**src/ofh_pkg.sv**
```systemverilog
// Constants and carrier types of the overtemperature fault handler.
// Assumes a 100 MHz core clock and linear-format (5-bit exponent) values.
package ofh_pkg;

    // ------------------------------------------------------------------
    // Command codes
    // ------------------------------------------------------------------
    localparam logic [7:0] CMD_CLEAR_FAULTS   = 8'h03;
    localparam logic [7:0] CMD_OT_FAULT_THR   = 8'h4f;
    localparam logic [7:0] CMD_OT_FAULT_ACT   = 8'h50;

    // ------------------------------------------------------------------
    // Field layout
    // ------------------------------------------------------------------
    localparam int EXP_MSB  = 15;
    localparam int EXP_LSB  = 11;
    localparam int MAN_MSB  = 10;
    localparam int CODE_MSB = 7;
    localparam int CODE_LSB = 6;
    localparam int ATT_MSB  = 5;
    localparam int ATT_LSB  = 3;
    localparam int DLY_MSB  = 2;
    localparam int DLY_LSB  = 0;

    // ------------------------------------------------------------------
    // Reset values
    // ------------------------------------------------------------------
    localparam logic [4:0]  THR_EXP_RST = 5'h00;
    localparam logic [10:0] THR_MAN_RST = 11'h07d;
    localparam logic [7:0]  ACT_RST     = 8'h80;
    localparam logic [7:0]  NVM_DEG_RST = 8'h7d;

    // ------------------------------------------------------------------
    // Action codes
    // ------------------------------------------------------------------
    localparam logic [1:0] ACT_IGNORE  = 2'b00;
    localparam logic [1:0] ACT_DELAYED = 2'b01;
    localparam logic [1:0] ACT_IMMED   = 2'b10;
    localparam logic [1:0] ACT_HOLD    = 2'b11;
    localparam logic [2:0] ATT_LATCH   = 3'h0;
    localparam logic [2:0] ATT_FOREVER = 3'h7;

    // ------------------------------------------------------------------
    // Temperatures, fixed point with DEG_FRAC fraction bits
    // ------------------------------------------------------------------
    localparam int DEG_FRAC     = 16;
    localparam int THR_DIS_DEG  = 255;
    localparam int THR_MAX_DEG  = 255;
    localparam int HYST_DEG     = 20;
    localparam int NVM_MAX_DEG  = 160;

    // ------------------------------------------------------------------
    // Timing
    // ------------------------------------------------------------------
    localparam int CLK_KHZ        = 100000;
    localparam int DELAY_STEP_MS  = 10;
    localparam int DELAY_STEP_CYC = DELAY_STEP_MS * CLK_KHZ;
    localparam int TMR_W          = 24;
    localparam int RISE_W         = 20;

    // ------------------------------------------------------------------
    // Carriers
    // ------------------------------------------------------------------
    typedef struct packed {
        logic        valid;
        logic        write;
        logic [7:0]  code;
        logic [15:0] wdata;
    } ofh_cmd_t;

    typedef struct packed {
        logic temp_byte;
        logic temperature_fault_flag;
        logic cml;
    } ofh_status_t;

endpackage

```
**src/ofh_timer.sv**
```systemverilog
// Loadable down-counter giving a one-cycle done pulse.
// Assumes load and stop come from logic on the same clock.
`timescale 1ns/100ps
module ofh_timer #(
    parameter int W = 24
) (
    input  wire logic         clk,      // Core clock
    input  wire logic         srst,     // Sync reset, high
    input  wire logic         ce,       // Clock enable
    input  wire logic         load,     // Start counting from load_val
    input  wire logic [W-1:0] load_val, // Cycles until done
    input  wire logic         stop,     // Abandon a running count
    output logic              done_q    // Expiry pulse
);
    logic [W-1:0] cnt_q, cnt_d;
    logic         run_q, run_d, done_d;

    always_comb begin
        cnt_d  = cnt_q;
        run_d  = run_q;
        done_d = 1'b0;
        if (load) begin
            cnt_d = load_val;
            run_d = 1'b1;
        end else if (stop) begin
            run_d = 1'b0;
        end else if (run_q) begin
            if (cnt_q == '0) begin
                run_d  = 1'b0;
                done_d = 1'b1;
            end else begin
                cnt_d = cnt_q - 1'b1;
            end
        end
    end

    always_ff @(posedge clk) begin
        if (srst) begin
            cnt_q  <= '0;
            run_q  <= 1'b0;
            done_q <= 1'b0;
        end else if (ce) begin
            cnt_q  <= cnt_d;
            run_q  <= run_d;
            done_q <= done_d;
        end
    end
endmodule

```
**src/ofh_fault_handler.sv**
```systemverilog
// Overtemperature fault supervision: threshold, action, retry, status.
// Assumes telemetry, warning limit, enable and commands come from
// logic on the same clock; the warning limit register lives elsewhere.
//
// Contract
// - Threshold: 16-bit linear, exponent resets zero
// - Compare at full linear resolution
// - Unsupported write rejected, flag and alert
// - Store rounds to 0..160 whole degrees for restore
// - Threshold 255 degrees disables the check
// - Trip sets status bits and alerts
// - Release only below warning limit
// - Warning above threshold: use 20-degree hysteresis
// - Code 00b ignores, keeps regulating
// - Code 01b waits 10 ms per count
// - Code 10b shuts down at once
// - Code 11b stays off until released
// - Retry zero latches off
// - Retry 1-6: restart_wait_period, then latch after limit
// - Hidden attempts above warning still counted
// - Retry 7 retries without limit
// - Delay zero: no delay, restart_wait_period one rise
// - Delay n: 10 ms n, restart_wait_period n rises
// - Clear in 11b may leave fault held
// - No start-up while fault present
`timescale 1ns/100ps
module ofh_fault_handler #(
    parameter int DELAY_STEP_CYC = ofh_pkg::DELAY_STEP_CYC
) (
    input  wire logic                         clk,          // Core clock
    input  wire logic                         srst,         // Sync reset, high
    input  wire logic                         ce,           // Clock enable
    input  wire ofh_pkg::ofh_cmd_t            cmd,          // Command request
    output ofh_pkg::ofh_status_t              status_q,     // Sticky status bits
    output logic [15:0]                       rdata_q,      // Read data
    output logic                              smb_alert_n_q,// Host alert, low
    input  wire logic                         temp_valid,   // Telemetry update
    input  wire logic [15:0]                  temp_value,   // Die temp, linear
    input  wire logic [15:0]                  warn_limit,   // Warning limit
    input  wire logic [ofh_pkg::RISE_W-1:0]   ton_rise_cyc, // Rise time, cycles
    input  wire logic                         enable,       // Output on request
    input  wire logic                         nvm_store,    // Save threshold
    input  wire logic                         nvm_restore,  // Reload threshold
    output logic                              power_en_q,   // Power stage on
    output logic                              temperature_fault_flag, // Fault held
    output logic                              latched_off_q // Latched off
);
    // ------------------------------------------------------------------
    // Helpers
    // ------------------------------------------------------------------
    typedef logic signed [47:0] ofh_fix_t;
    typedef enum logic [6:0] {
        ST_OFF    = 7'b0000001,
        ST_START  = 7'b0000010,
        ST_RUN    = 7'b0000100,
        ST_DELAY  = 7'b0001000,
        ST_RESTART_WAIT_PERIOD = 7'b0010000,
        ST_HOLD   = 7'b0100000,
        ST_LATCH  = 7'b1000000
    } ofh_state_t;

    function automatic ofh_fix_t lin_to_fix(input logic [15:0] v);
        ofh_fix_t   m;
        logic [4:0] sh;
        m  = 48'(signed'(v[ofh_pkg::MAN_MSB:0]));
        sh = v[ofh_pkg::EXP_MSB:ofh_pkg::EXP_LSB] + 5'h10;
        return m <<< sh;
    endfunction

    function automatic ofh_fix_t deg(input int d);
        return ofh_fix_t'(d) <<< ofh_pkg::DEG_FRAC;
    endfunction

    // ------------------------------------------------------------------
    // Register file and status
    // ------------------------------------------------------------------
    logic [15:0]          thr_q, thr_d;
    logic [7:0]           act_q, act_d;
    logic [7:0]           nvm_q, nvm_d;
    ofh_pkg::ofh_status_t status_d;
    logic [15:0]          rdata_d;
    logic                 flt_q, flt_d;
    ofh_fix_t             thr_fix, warn_fix, tel_fix, rel_fix, wr_fix, rnd_fix;
    logic                 thr_dis, trg_evt, rel_evt, wr_thr, wr_bad, clr;
    logic [1:0]           code;
    logic [2:0]           retry, dsel;

    always_comb begin
        thr_fix  = lin_to_fix(thr_q);
        warn_fix = lin_to_fix(warn_limit);
        tel_fix  = lin_to_fix(temp_value);
        wr_fix   = lin_to_fix(cmd.wdata);
        rnd_fix  = (thr_fix + deg(1) / 2) >>> ofh_pkg::DEG_FRAC;
        thr_dis  = (thr_fix == deg(ofh_pkg::THR_DIS_DEG));
        // Warning above threshold would release with no hysteresis
        rel_fix  = (warn_fix > thr_fix) ? thr_fix - deg(ofh_pkg::HYST_DEG)
                                        : warn_fix;
        trg_evt  = temp_valid && !thr_dis && (tel_fix >= thr_fix);
        rel_evt  = temp_valid && flt_q && !trg_evt && (tel_fix < rel_fix);
        wr_thr   = cmd.valid && cmd.write && (cmd.code == ofh_pkg::CMD_OT_FAULT_THR);
        wr_bad   = wr_thr && ((wr_fix < deg(0)) || (wr_fix > deg(ofh_pkg::THR_MAX_DEG)));
        clr      = cmd.valid && cmd.write && (cmd.code == ofh_pkg::CMD_CLEAR_FAULTS);
        code     = act_q[ofh_pkg::CODE_MSB:ofh_pkg::CODE_LSB];
        retry    = act_q[ofh_pkg::ATT_MSB:ofh_pkg::ATT_LSB];
        dsel     = act_q[ofh_pkg::DLY_MSB:ofh_pkg::DLY_LSB];

        thr_d = thr_q;
        act_d = act_q;
        nvm_d = nvm_q;
        if (wr_thr && !wr_bad)
            thr_d = cmd.wdata;
        if (cmd.valid && cmd.write && cmd.code == ofh_pkg::CMD_OT_FAULT_ACT)
            act_d = cmd.wdata[7:0];
        if (nvm_store) begin
            if (rnd_fix < 0)
                nvm_d = 8'h00;
            else if (rnd_fix > ofh_fix_t'(ofh_pkg::NVM_MAX_DEG))
                nvm_d = 8'(ofh_pkg::NVM_MAX_DEG);
            else
                nvm_d = rnd_fix[7:0];
        end
        if (nvm_restore)
            thr_d = {ofh_pkg::THR_EXP_RST, 3'h0, nvm_q};

        // A trip in the clearing cycle survives the clear
        flt_d = flt_q;
        if (clr || rel_evt)
            flt_d = 1'b0;
        if (trg_evt)
            flt_d = 1'b1;

        status_d = status_q;
        if (clr)
            status_d = '0;
        if (trg_evt) begin
            status_d.temp_byte = 1'b1;
            status_d.temperature_fault_flag = 1'b1;
        end
        if (wr_bad)
            status_d.cml = 1'b1;

        rdata_d = rdata_q;
        if (cmd.valid && !cmd.write) begin
            unique case (cmd.code)
                ofh_pkg::CMD_OT_FAULT_THR:   rdata_d = thr_q;
                ofh_pkg::CMD_OT_FAULT_ACT:   rdata_d = {8'h00, act_q};
                default:                     rdata_d = 16'h0000;
            endcase
        end
    end

    always_ff @(posedge clk) begin
        if (srst) begin
            thr_q         <= {ofh_pkg::THR_EXP_RST, ofh_pkg::THR_MAN_RST};
            act_q         <= ofh_pkg::ACT_RST;
            nvm_q         <= ofh_pkg::NVM_DEG_RST;
            flt_q         <= 1'b0;
            status_q      <= '0;
            rdata_q       <= 16'h0000;
            smb_alert_n_q <= 1'b1;
        end else if (ce) begin
            thr_q         <= thr_d;
            act_q         <= act_d;
            nvm_q         <= nvm_d;
            flt_q         <= flt_d;
            status_q      <= status_d;
            rdata_q       <= rdata_d;
            smb_alert_n_q <= !(status_d.temperature_fault_flag || status_d.cml);
        end
    end

    assign temperature_fault_flag = flt_q;

    // ------------------------------------------------------------------
    // Response and retry sequencer
    // ------------------------------------------------------------------
    ofh_state_t                st_q, st_d;
    logic [2:0]                att_q, att_d, att_inc;
    logic                      tmr_load, tmr_stop, tmr_done, out_of_tries, inc_out;
    logic [ofh_pkg::TMR_W-1:0] tmr_val, hic_cyc, dly_cyc;
    logic                      power_en_d, latched_d;

    always_comb begin
        att_inc = att_q + 3'h1;
        // Delay zero still waits one full rise
        hic_cyc = ofh_pkg::TMR_W'(ton_rise_cyc) *
                  ofh_pkg::TMR_W'((dsel == 3'h0) ? 3'h1 : dsel);
        dly_cyc = ofh_pkg::TMR_W'(32'(dsel) * DELAY_STEP_CYC);
        out_of_tries = (retry == ofh_pkg::ATT_LATCH) ||
                       (retry != ofh_pkg::ATT_FOREVER && att_q >= retry);
        inc_out = (retry != ofh_pkg::ATT_FOREVER) && (att_inc >= retry);
        st_d     = st_q;
        att_d    = att_q;
        tmr_load = 1'b0;
        tmr_val  = hic_cyc;
        unique case (st_q)
            ST_OFF: begin
                att_d = 3'h0;
                if (enable && !flt_q) begin
                    st_d     = ST_START;
                    tmr_load = 1'b1;
                    tmr_val  = ofh_pkg::TMR_W'(ton_rise_cyc);
                end
            end
            ST_START, ST_RUN: begin
                if (st_q == ST_START && tmr_done) begin
                    st_d  = ST_RUN;
                    att_d = 3'h0;
                end
                if (flt_q) begin
                    unique case (code)
                        ofh_pkg::ACT_IGNORE: st_d = st_d;
                        ofh_pkg::ACT_DELAYED: begin
                            st_d     = ST_DELAY;
                            tmr_load = 1'b1;
                            tmr_val  = dly_cyc;
                        end
                        ofh_pkg::ACT_IMMED: begin
                            st_d     = out_of_tries ? ST_LATCH : ST_RESTART_WAIT_PERIOD;
                            tmr_load = !out_of_tries;
                        end
                        ofh_pkg::ACT_HOLD: st_d = ST_HOLD;
                    endcase
                end
            end
            ST_DELAY: begin
                if (!flt_q) begin
                    st_d = ST_RUN;
                end else if (tmr_done) begin
                    st_d     = out_of_tries ? ST_LATCH : ST_RESTART_WAIT_PERIOD;
                    tmr_load = !out_of_tries;
                end
            end
            ST_RESTART_WAIT_PERIOD: begin
                if (tmr_done) begin
                    att_d = att_inc;
                    if (!flt_q) begin
                        st_d     = ST_START;
                        tmr_load = 1'b1;
                        tmr_val  = ofh_pkg::TMR_W'(ton_rise_cyc);
                    end else if (inc_out) begin
                        st_d = ST_LATCH;
                    end else begin
                        tmr_load = 1'b1;
                    end
                end
            end
            ST_HOLD: begin
                // Only a real drop below release frees it
                if (rel_evt) begin
                    st_d     = out_of_tries ? ST_LATCH : ST_RESTART_WAIT_PERIOD;
                    tmr_load = !out_of_tries;
                end
            end
            ST_LATCH: st_d = ST_LATCH;
        endcase
        if (!enable) begin
            st_d     = ST_OFF;
            tmr_load = 1'b0;
        end
        tmr_stop   = (st_d != st_q) && !tmr_load;
        power_en_d = (st_d == ST_START) || (st_d == ST_RUN) || (st_d == ST_DELAY);
        latched_d  = (st_d == ST_LATCH);
    end

    always_ff @(posedge clk) begin
        if (srst) begin
            st_q          <= ST_OFF;
            att_q         <= 3'h0;
            power_en_q    <= 1'b0;
            latched_off_q <= 1'b0;
        end else if (ce) begin
            st_q          <= st_d;
            att_q         <= att_d;
            power_en_q    <= power_en_d;
            latched_off_q <= latched_d;
        end
    end

    ofh_timer #(.W(ofh_pkg::TMR_W)) u_timer (
        .clk      (clk),
        .srst     (srst),
        .ce       (ce),
        .load     (tmr_load && ce),
        .load_val (tmr_val),
        .stop     (tmr_stop),
        .done_q   (tmr_done)
    );
endmodule

```
**config.mk**
```make
export PLATFORM = sky130hd
export DESIGN_NAME = ofh_fault_handler
export DESIGN_NICKNAME = d
export VERILOG_FILES = /design/src/ofh_pkg.sv /design/src/ofh_timer.sv /design/src/ofh_fault_handler.sv
export SDC_FILE = /design/constraint.sdc
export NUM_CORES = 1
export LEC_CHECK = 0
export ABC_AREA = 1
export ABC_CLOCK_PERIOD_IN_PS = 16500
export BUFFER_PORTS_ARGS = -buffer_cell sky130_fd_sc_hd__buf_4
export CAP_MARGIN = 20
export CORE_ASPECT_RATIO = 0.7
export CORE_MARGIN = 2
export CORE_UTILIZATION = 60
export CTS_CLUSTER_SIZE = 8
export DETAILED_ROUTE_END_ITERATION = 6
export PLACE_DENSITY = 0.9
export SLEW_MARGIN = 0
export SYNTH_ARGS = -nofsm -noshare
export SYNTH_HDL_FRONTEND = slang
export SYNTH_SLANG_ARGS = --single-unit
```
**constraint.sdc**
```tcl
create_clock -name clk -period 16.5 [get_ports clk]
set_clock_uncertainty 0.2 [all_clocks]
set_input_delay 0.825 -clock clk [delete_from_list [all_inputs] [get_ports clk]]
set_output_delay 0.825 -clock clk [all_outputs]
set_load 0.1 [all_outputs]
```
==> metrics.cfg, run 1 <==
[sta]
worst_slack_ns = 7.52
maxSlewHeadroom_pct = 25.5
finalCriticalPeriod_ns = 8.98
setup_viol = 0
worst_slew_pin_slew_ns = 1.12
fmax_ghz = 0.111
period_share_pct = 54.4
setup_tns_ns = 0
hold_viol_final = 0
rsz0062_at_grt = false
hold_slack_ns = 0.266
slew_viol_final = 0

[worst_setup_path]
crit_path_max_fanout = 62
critical_path.max_stage_delay_ns = 0.73
crit_top_cell = nand2_1
startpoint_type = flip-flop
reg2reg_slack_ns = 7.52
reg2regPathDepth = 40
crit_path_end = u_timer.cnt_q[15]
cp-end-kind = flip-flop
critPathSlowestCell = dfxtp_1
crit_start = thr_q[11]
r2r-start = thr_q[11]
crit_type = flip-flop to flip-flop
r2r_end = u_timer.cnt_q[15]
cp_data_required_time_ns = 16.60
cp.arrival_ns = 9.08

[run_status]
run_status = completed

[global_routing]
grt_pass1_wl_mm = 80.8
overflow = 0
antenna_found_initial = 4
grt_pass1_vias = 15000
grt_max_degree = 63
grt_usage_pct = 38.6

[final_layout]
final_nets = 2844
fillCellCount = 2311
area_growth_pct = 7.57
drive_above_1_share_pct = 8.11
seq_area_mm2 = 0.00182
multi_input_area_mm2 = 0.0115

[clock_tree]
clock-root-buffer = clkbuf_16
clock_latency_ns = 0.36
ctsLongestPathBuffers = 2
htree_levels = 3
cts_sinks = 91
cts_tree = done
clkTransAtPathRegs_ns = 0.07
cts_setup_buffers = 0
ctsResizeCount = 0
hold_buffers = 0
cts_buffers = 9

[floorplanning]
placementRows = 48
ios = 108
die_w_um = 193
start_util_pct = 61.1
core_area_mm2 = 0.0246
die_y_um = 136
die_area_mm2 = 0.0264

[synth]
synth-async-reset-ratio_pct = 0
ys_ff_latch = 91
syn_area_mm2 = 0.0150
syn-instance-count = 2536
synth_edf_count = 0
ys_seq_area_share_pct = 12.1
ys_types = 63
syn_area_per_cell_um2 = 5.93
yosys_warnings = 0
ys.flop_type = dfxtp_1
syn-num-nets = 2820

[detailed_routing]
wire_per_inst_um = 18.2
dr.pass1.iters = 6
postRouteWirelength_mm = 52.5
via_per_inst = 6.07
antenna_left = 0
drt_iter0_drc = 2400
drc = 0
vias = 17600

[pwr]
p_per_area_mw_per_mm2 = 59.5
vdd_drop_max_uv = 55.6
leakage_nw = 8.22
power_mw = 0.962

[min_path]
hold_path_class = flip-flop to flip-flop

[placed_design]
hpwl_mm = 43.0
place.gp.congestion = 1.04
dp_slack_ns = 7.70
numPortBuffers = 107

[job]
maxCapViolations = 0

[critical path: cells and delay by family, from the launching register on]
kind | cells | cell delay [ns]
buffers and inverters | 4 | 1.42
adder cells (fa/ha/maj) | 2 | 0.72
flip-flops | 1 | 0.73
AO/OA/AOI/OAI | 10 | 1.93
AND/OR/NAND/NOR | 24 | 3.88
[routing by layer]
| layer | wire length (µm) | track usage, % | vias up |
|---|---|---|---|
| li1 | - | - | 8501 |
| met1 | 23900 | 58.3 | 7931 |
| met2 | 19700 | 51.3 | 1066 |
| met3 | 8540 | 15.3 | 58 |
| met4 | 451 | 5.22 | 2 |
| met5 | 10 | 0 | - |
[stage by stage]
stage                     instance area, µm²  utilization [%]  instances
after detailed placement               15900             64.4       2873
after global placement                 15800             64.4       2872
final                                  16200             65.7       2892
after floorplan                        15000                -       2536
after CTS                              16200             65.6       2889
after global routing                   16200             65.7       2890
[cells by family after synthesis]
| kind of cell | synth area share, % |
|---|---|
| AND/OR/NAND/NOR | 32.6 |
| AO/OA/AOI/OAI | 22.4 |
| buffers and inverters | 11.1 |
| adder cells (fa/ha/maj) | 17.7 |
| flip-flops | 12.1 |
| XOR/XNOR | 2.39 |
| multiplexers | 1.73 |
[layout make-up]
type	count	area share, %
Multi-Input combinational cell	2014	71.4
Sequential cell	91	11.3
Inverter	332	7.70
Timing Repair Buffer	112	5.24
Tap cell	325	2.51
Clock buffer	10	1.42
Clock inverter	6	0.441
Antenna cell	2	0.0309
[cell usage in the layout (no fill, tap or decap), types with 6 or more instances in the layout]
| cell | Yosys | final |
|---|---|---|
| o31ai_1 | 8 | 8 |
| nand4_1 | 44 | 44 |
| inv_2 | 16 | 16 |
| nor2_1 | 245 | 244 |
| or2_1 | 6 | 6 |
| nand3_1 | 99 | 99 |
| inv_1 | 311 | 311 |
| nor4_1 | 12 | 12 |
| o21ai_2 | 15 | 15 |
| or2_2 | 12 | 12 |
| o211ai_1 | 22 | 22 |
| dfxtp_1 | 91 | 91 |
| a31oi_1 | 16 | 16 |
| ha_1 | 177 | 177 |
| a21oi_1 | 183 | 183 |
| clkbuf_16 | 0 | 9 |
| nand2_2 | 7 | 7 |
| nor2_2 | 11 | 12 |
| buf_4 | 0 | 111 |
| o21ai_0 | 253 | 253 |
| a211oi_1 | 18 | 18 |
| xnor2_1 | 10 | 10 |
| nand2_1 | 655 | 655 |
| o21ai_1 | 30 | 30 |
| nor3_1 | 31 | 31 |
| xor2_1 | 31 | 31 |
| fa_1 | 22 | 22 |
| mux2i_1 | 26 | 26 |
| o221ai_1 | 13 | 13 |
| nand3b_1 | 10 | 10 |
[where the power goes]
group	internal (mW)	leakage (nW)	total (mW)	switching [mW]
Combinational	0.162	7.34	0.505	0.344
Clock	0.120	0.145	0.218	0.0981
Sequential	0.228	0.742	0.239	0.0113
Total	0.509	8.22	0.962	0.453
[worst min path at each step]
stage                start          end  slack (ns)  cells past startpoint
6_report          thr_q[8]   rdata_q[8]        0.27                      2
5_1_grt           thr_q[8]   rdata_q[8]        0.31                      2
4_1_cts           thr_q[8]   rdata_q[8]        0.27                      2
3_5_place_dp      thr_q[8]   rdata_q[8]        0.25                      2
3_3_place_gp   status_q[2]  status_q[2]        0.25                      2
2_1_floorplan     thr_q[8]   rdata_q[8]        0.24                      2
[flip-flops by register name, summed over array words and instances (netlist names), 3 cells and up]
register,flops
st_q,7
u_timer.cnt_q,24
nvm_q,8
att_q,3
act_q,8
status_q,3
rdata_q,16
thr_q,16
[synthesized netlist by cell type, drive strengths merged, types with 8 or more instances]
| master | count | area (µm²) |
|---|---|---|
| nand2 | 662 | 2500 |
| inv | 327 | 1230 |
| o21ai | 299 | 1560 |
| nor2 | 261 | 1040 |
| a21oi | 184 | 925 |
| ha | 177 | 2210 |
| nand3 | 102 | 526 |
| dfxtp | 91 | 1820 |
| clkbuf | 71 | 267 |
| nand4 | 45 | 288 |
| nor3 | 35 | 208 |
| xor2 | 31 | 272 |
| buf | 28 | 158 |
| mux2i | 26 | 260 |
| fa | 22 | 440 |
| o211ai | 22 | 165 |
| a211oi | 18 | 135 |
| or2 | 18 | 113 |
| a31oi | 17 | 113 |
| nor4 | 14 | 118 |
| o221ai | 13 | 114 |
| nand3b | 10 | 75.1 |
| xnor2 | 10 | 87.6 |
| o31ai | 8 | 60.1 |
Power figures use the tool's default switching activity.
==> run 2: changes to the inputs <==
--- a/config.mk
+++ b/config.mk
@@ -6,7 +6,7 @@
 export NUM_CORES = 1
 export LEC_CHECK = 0
 export ABC_AREA = 1
-export ABC_CLOCK_PERIOD_IN_PS = 16500
+export ABC_CLOCK_PERIOD_IN_PS = 9000
 export BUFFER_PORTS_ARGS = -buffer_cell sky130_fd_sc_hd__buf_4
 export CAP_MARGIN = 20
 export CORE_ASPECT_RATIO = 0.7
==> constraint.sdc (replaced) <==
create_clock -name clk -period 9 [get_ports clk]
set_clock_uncertainty 0.2 [all_clocks]
set_input_delay 0.45 -clock clk [delete_from_list [all_inputs] [get_ports clk]]
set_output_delay 0.45 -clock clk [all_outputs]
set_load 0.1 [all_outputs]
==> run 2 against run 1 <==
  * Total power is 84% higher
  * Worst hold slack worse by 0.078 ns
  * Final area is 0.46% higher
  * Register-to-register slack worse by 6.8 ns
  * Combinational power is 85% higher
  * Wire length is 0.51% higher
  * Clock-buffer cell count stayed put
  * Clock power is 83% higher
  * Worst setup slack worse by 6.8 ns
  * Die area stayed put
  * Critical path type unchanged
  * Critical endpoint is now u_timer.cnt_q[3]
  * Highest routed layer is now met4
==> metrics.cfg, run 2 (synthesis results as in run 1) <==
[sta]
period_share_pct = 92.2
rsz0062_at_grt = false
finalCriticalPeriod_ns = 8.30
worst_slack_ns = 0.704
hold_viol_final = 0
fmax_ghz = 0.121
worst_slew_pin_slew_ns = 1.07
setup_tns_ns = 0
setup_viol = 0
maxSlewHeadroom_pct = 28.3
hold_slack_ns = 0.188
slew_viol_final = 0

[pwr]
power_mw = 1.77
p_int_mw = 0.923
power.switching_mw = 0.845
leakage_nw = 8.28
p_sw_share_pct = 47.8
vdd_drop_max_uv = 107
seqPwrFrac_pct = 24.7
p_per_area_mw_per_mm2 = 109
clkPwrFrac_pct = 22.5
p_comb_share_pct = 52.8

[worst_setup_path]
cp-end-kind = flip-flop
r2r_end = u_timer.cnt_q[3]
r2r-start = thr_q[14]
crit_path_end = u_timer.cnt_q[3]
critPathSlowestCell = dfxtp_1
crit_top_cell = nand2_1
path_depth = 38
critPathTopFamily = simple AND/OR/NAND/NOR gates
critPathBufInv = 4
crit_path_max_fanout = 30
cp_data_required_time_ns = 9.10
critical_path.max_stage_delay_ns = 0.76
reg2reg_slack_ns = 0.70
crit_type = flip-flop to flip-flop
startpoint_type = flip-flop
cp.arrival_ns = 8.40
reg2regPathDepth = 38
crit_start = thr_q[14]

[global_routing]
grt_max_degree = 63
grt_pass1_vias = 15100
antenna_found_initial = 0
grt_pass1_wl_mm = 82.1
overflow = 0
grt_usage_pct = 38.8

[clock_tree]
cts_setup_buffers = 0
htree_levels = 3
cts_sinks = 91
hold_buffers = 0
ctsLongestPathBuffers = 2
clock-root-buffer = clkbuf_16
clock_latency_ns = 0.36
clkTransAtPathRegs_ns = 0.08
cts_tree = done
cts_buffers = 9

[detailed_routing]
vias = 17800
postRouteWirelength_mm = 52.8
via_per_inst = 6.12
drt_iter0_drc = 2735
antenna_left = 0
drc = 0
wire_per_inst_um = 18.2
dr.pass1.iters = 7

[final_layout]
final_nets = 2855
layout_commonest_cell = nand2_1
area_growth_pct = 8.07
top_regs = u_timer.cnt_q (24), rdata_q (16), thr_q (16)
fillCellCount = 2260
diodes = 0
largest_reg_flops = 24
largest-register = u_timer.cnt_q
layout_common_cells = nand2_1, inv_1, o21ai_0
drive_above_1_share_pct = 8.58

[floorplanning]
start_util_pct = 61.1
placementRows = 48
die_area_mm2 = 0.0264
core_area_mm2 = 0.0246
die_y_um = 136
ios = 108
die_w_um = 193

[min_path]
hold_path_class = input port to flip-flop
worstHoldStart = nvm_restore

[placed_design]
dp_slack_ns = 1.02
place.gp.congestion = 1.12
hpwl_mm = 43.5
numPortBuffers = 107

[job]
maxCapViolations = 0

[run_status]
run_status = completed

[run 2: cell types whose count changed in the layout (fill, tap and decap cells not counted), moves of 2 or more]
cell      change
buf_4        +11
clkinv_4      +2
diode_2       -2
inv_6         -2
inv_8         +2
[run 2: worst min path at each step]
stage	end	cells past startpoint
after floorplan	rdata_q[8]	2
after global placement	nvm_q[1]	2
after detailed placement	nvm_q[0]	2
after CTS	thr_q[1]	3
after global routing	thr_q[1]	3
final	thr_q[1]	3
[run 2: power by group through the flow]
stage | combinational, mW | clock (mW) | sequential [mW]
after floorplan | 0.606 | 0 | 0.470
after global placement | 0.868 | 0 | 0.445
after detailed placement | 0.887 | 0 | 0.445
after CTS | 0.894 | 0.397 | 0.436
after global routing | 1.02 | 0.414 | 0.439
final | 0.933 | 0.398 | 0.437
[run 2: cell type report]
cell class	instances	area (µm²)	area share [%]
clock inverters	6	67.6	0.416
repair buffers	123	921	5.67
inverters	332	1250	7.67
clock buffers	10	239	1.47
well taps	325	407	2.50
flip-flops and latches	91	1820	11.2
multi-input cells	2014	11500	71.1
[run 2: timing repair]
| action | 4_1_cts | 5_1_grt |
|---|---|---|
| hold endpoints to repair | 0 | 0 |
| gates resized for setup | 0 | 1 |
| endpoints found under the setup margin | 0 | 14 |
[run 2: metal layers]
layer	vias up	routed length (µm)	track usage (%)	part of all wire [%]
li1	8522	-	-	-
met1	8023	24100	60.2	46
met2	1161	19700	51.8	37
met3	59	8450	12.7	16
met4	0	559	4.75	1.1
met5	-	0	0	0
[run 2: worst min-delay path, delay by kind of cell]
family	cells	cell delay, ns
AOI/OAI and AO/OA	1	0.07
and+or+nand+nor	1	0.06
buffers and inverters	1	0.12
[run 2: metrics by stage]
stage               cell area, µm²  std cells  utilization [%]
floorplan                    15000       2536                -
global placement             15900       2884             64.7
detailed placement           15900       2884             64.7
CTS                          16200       2900             66.0
global route                 16300       2901             66.0
finish                       16300       2901             66.0
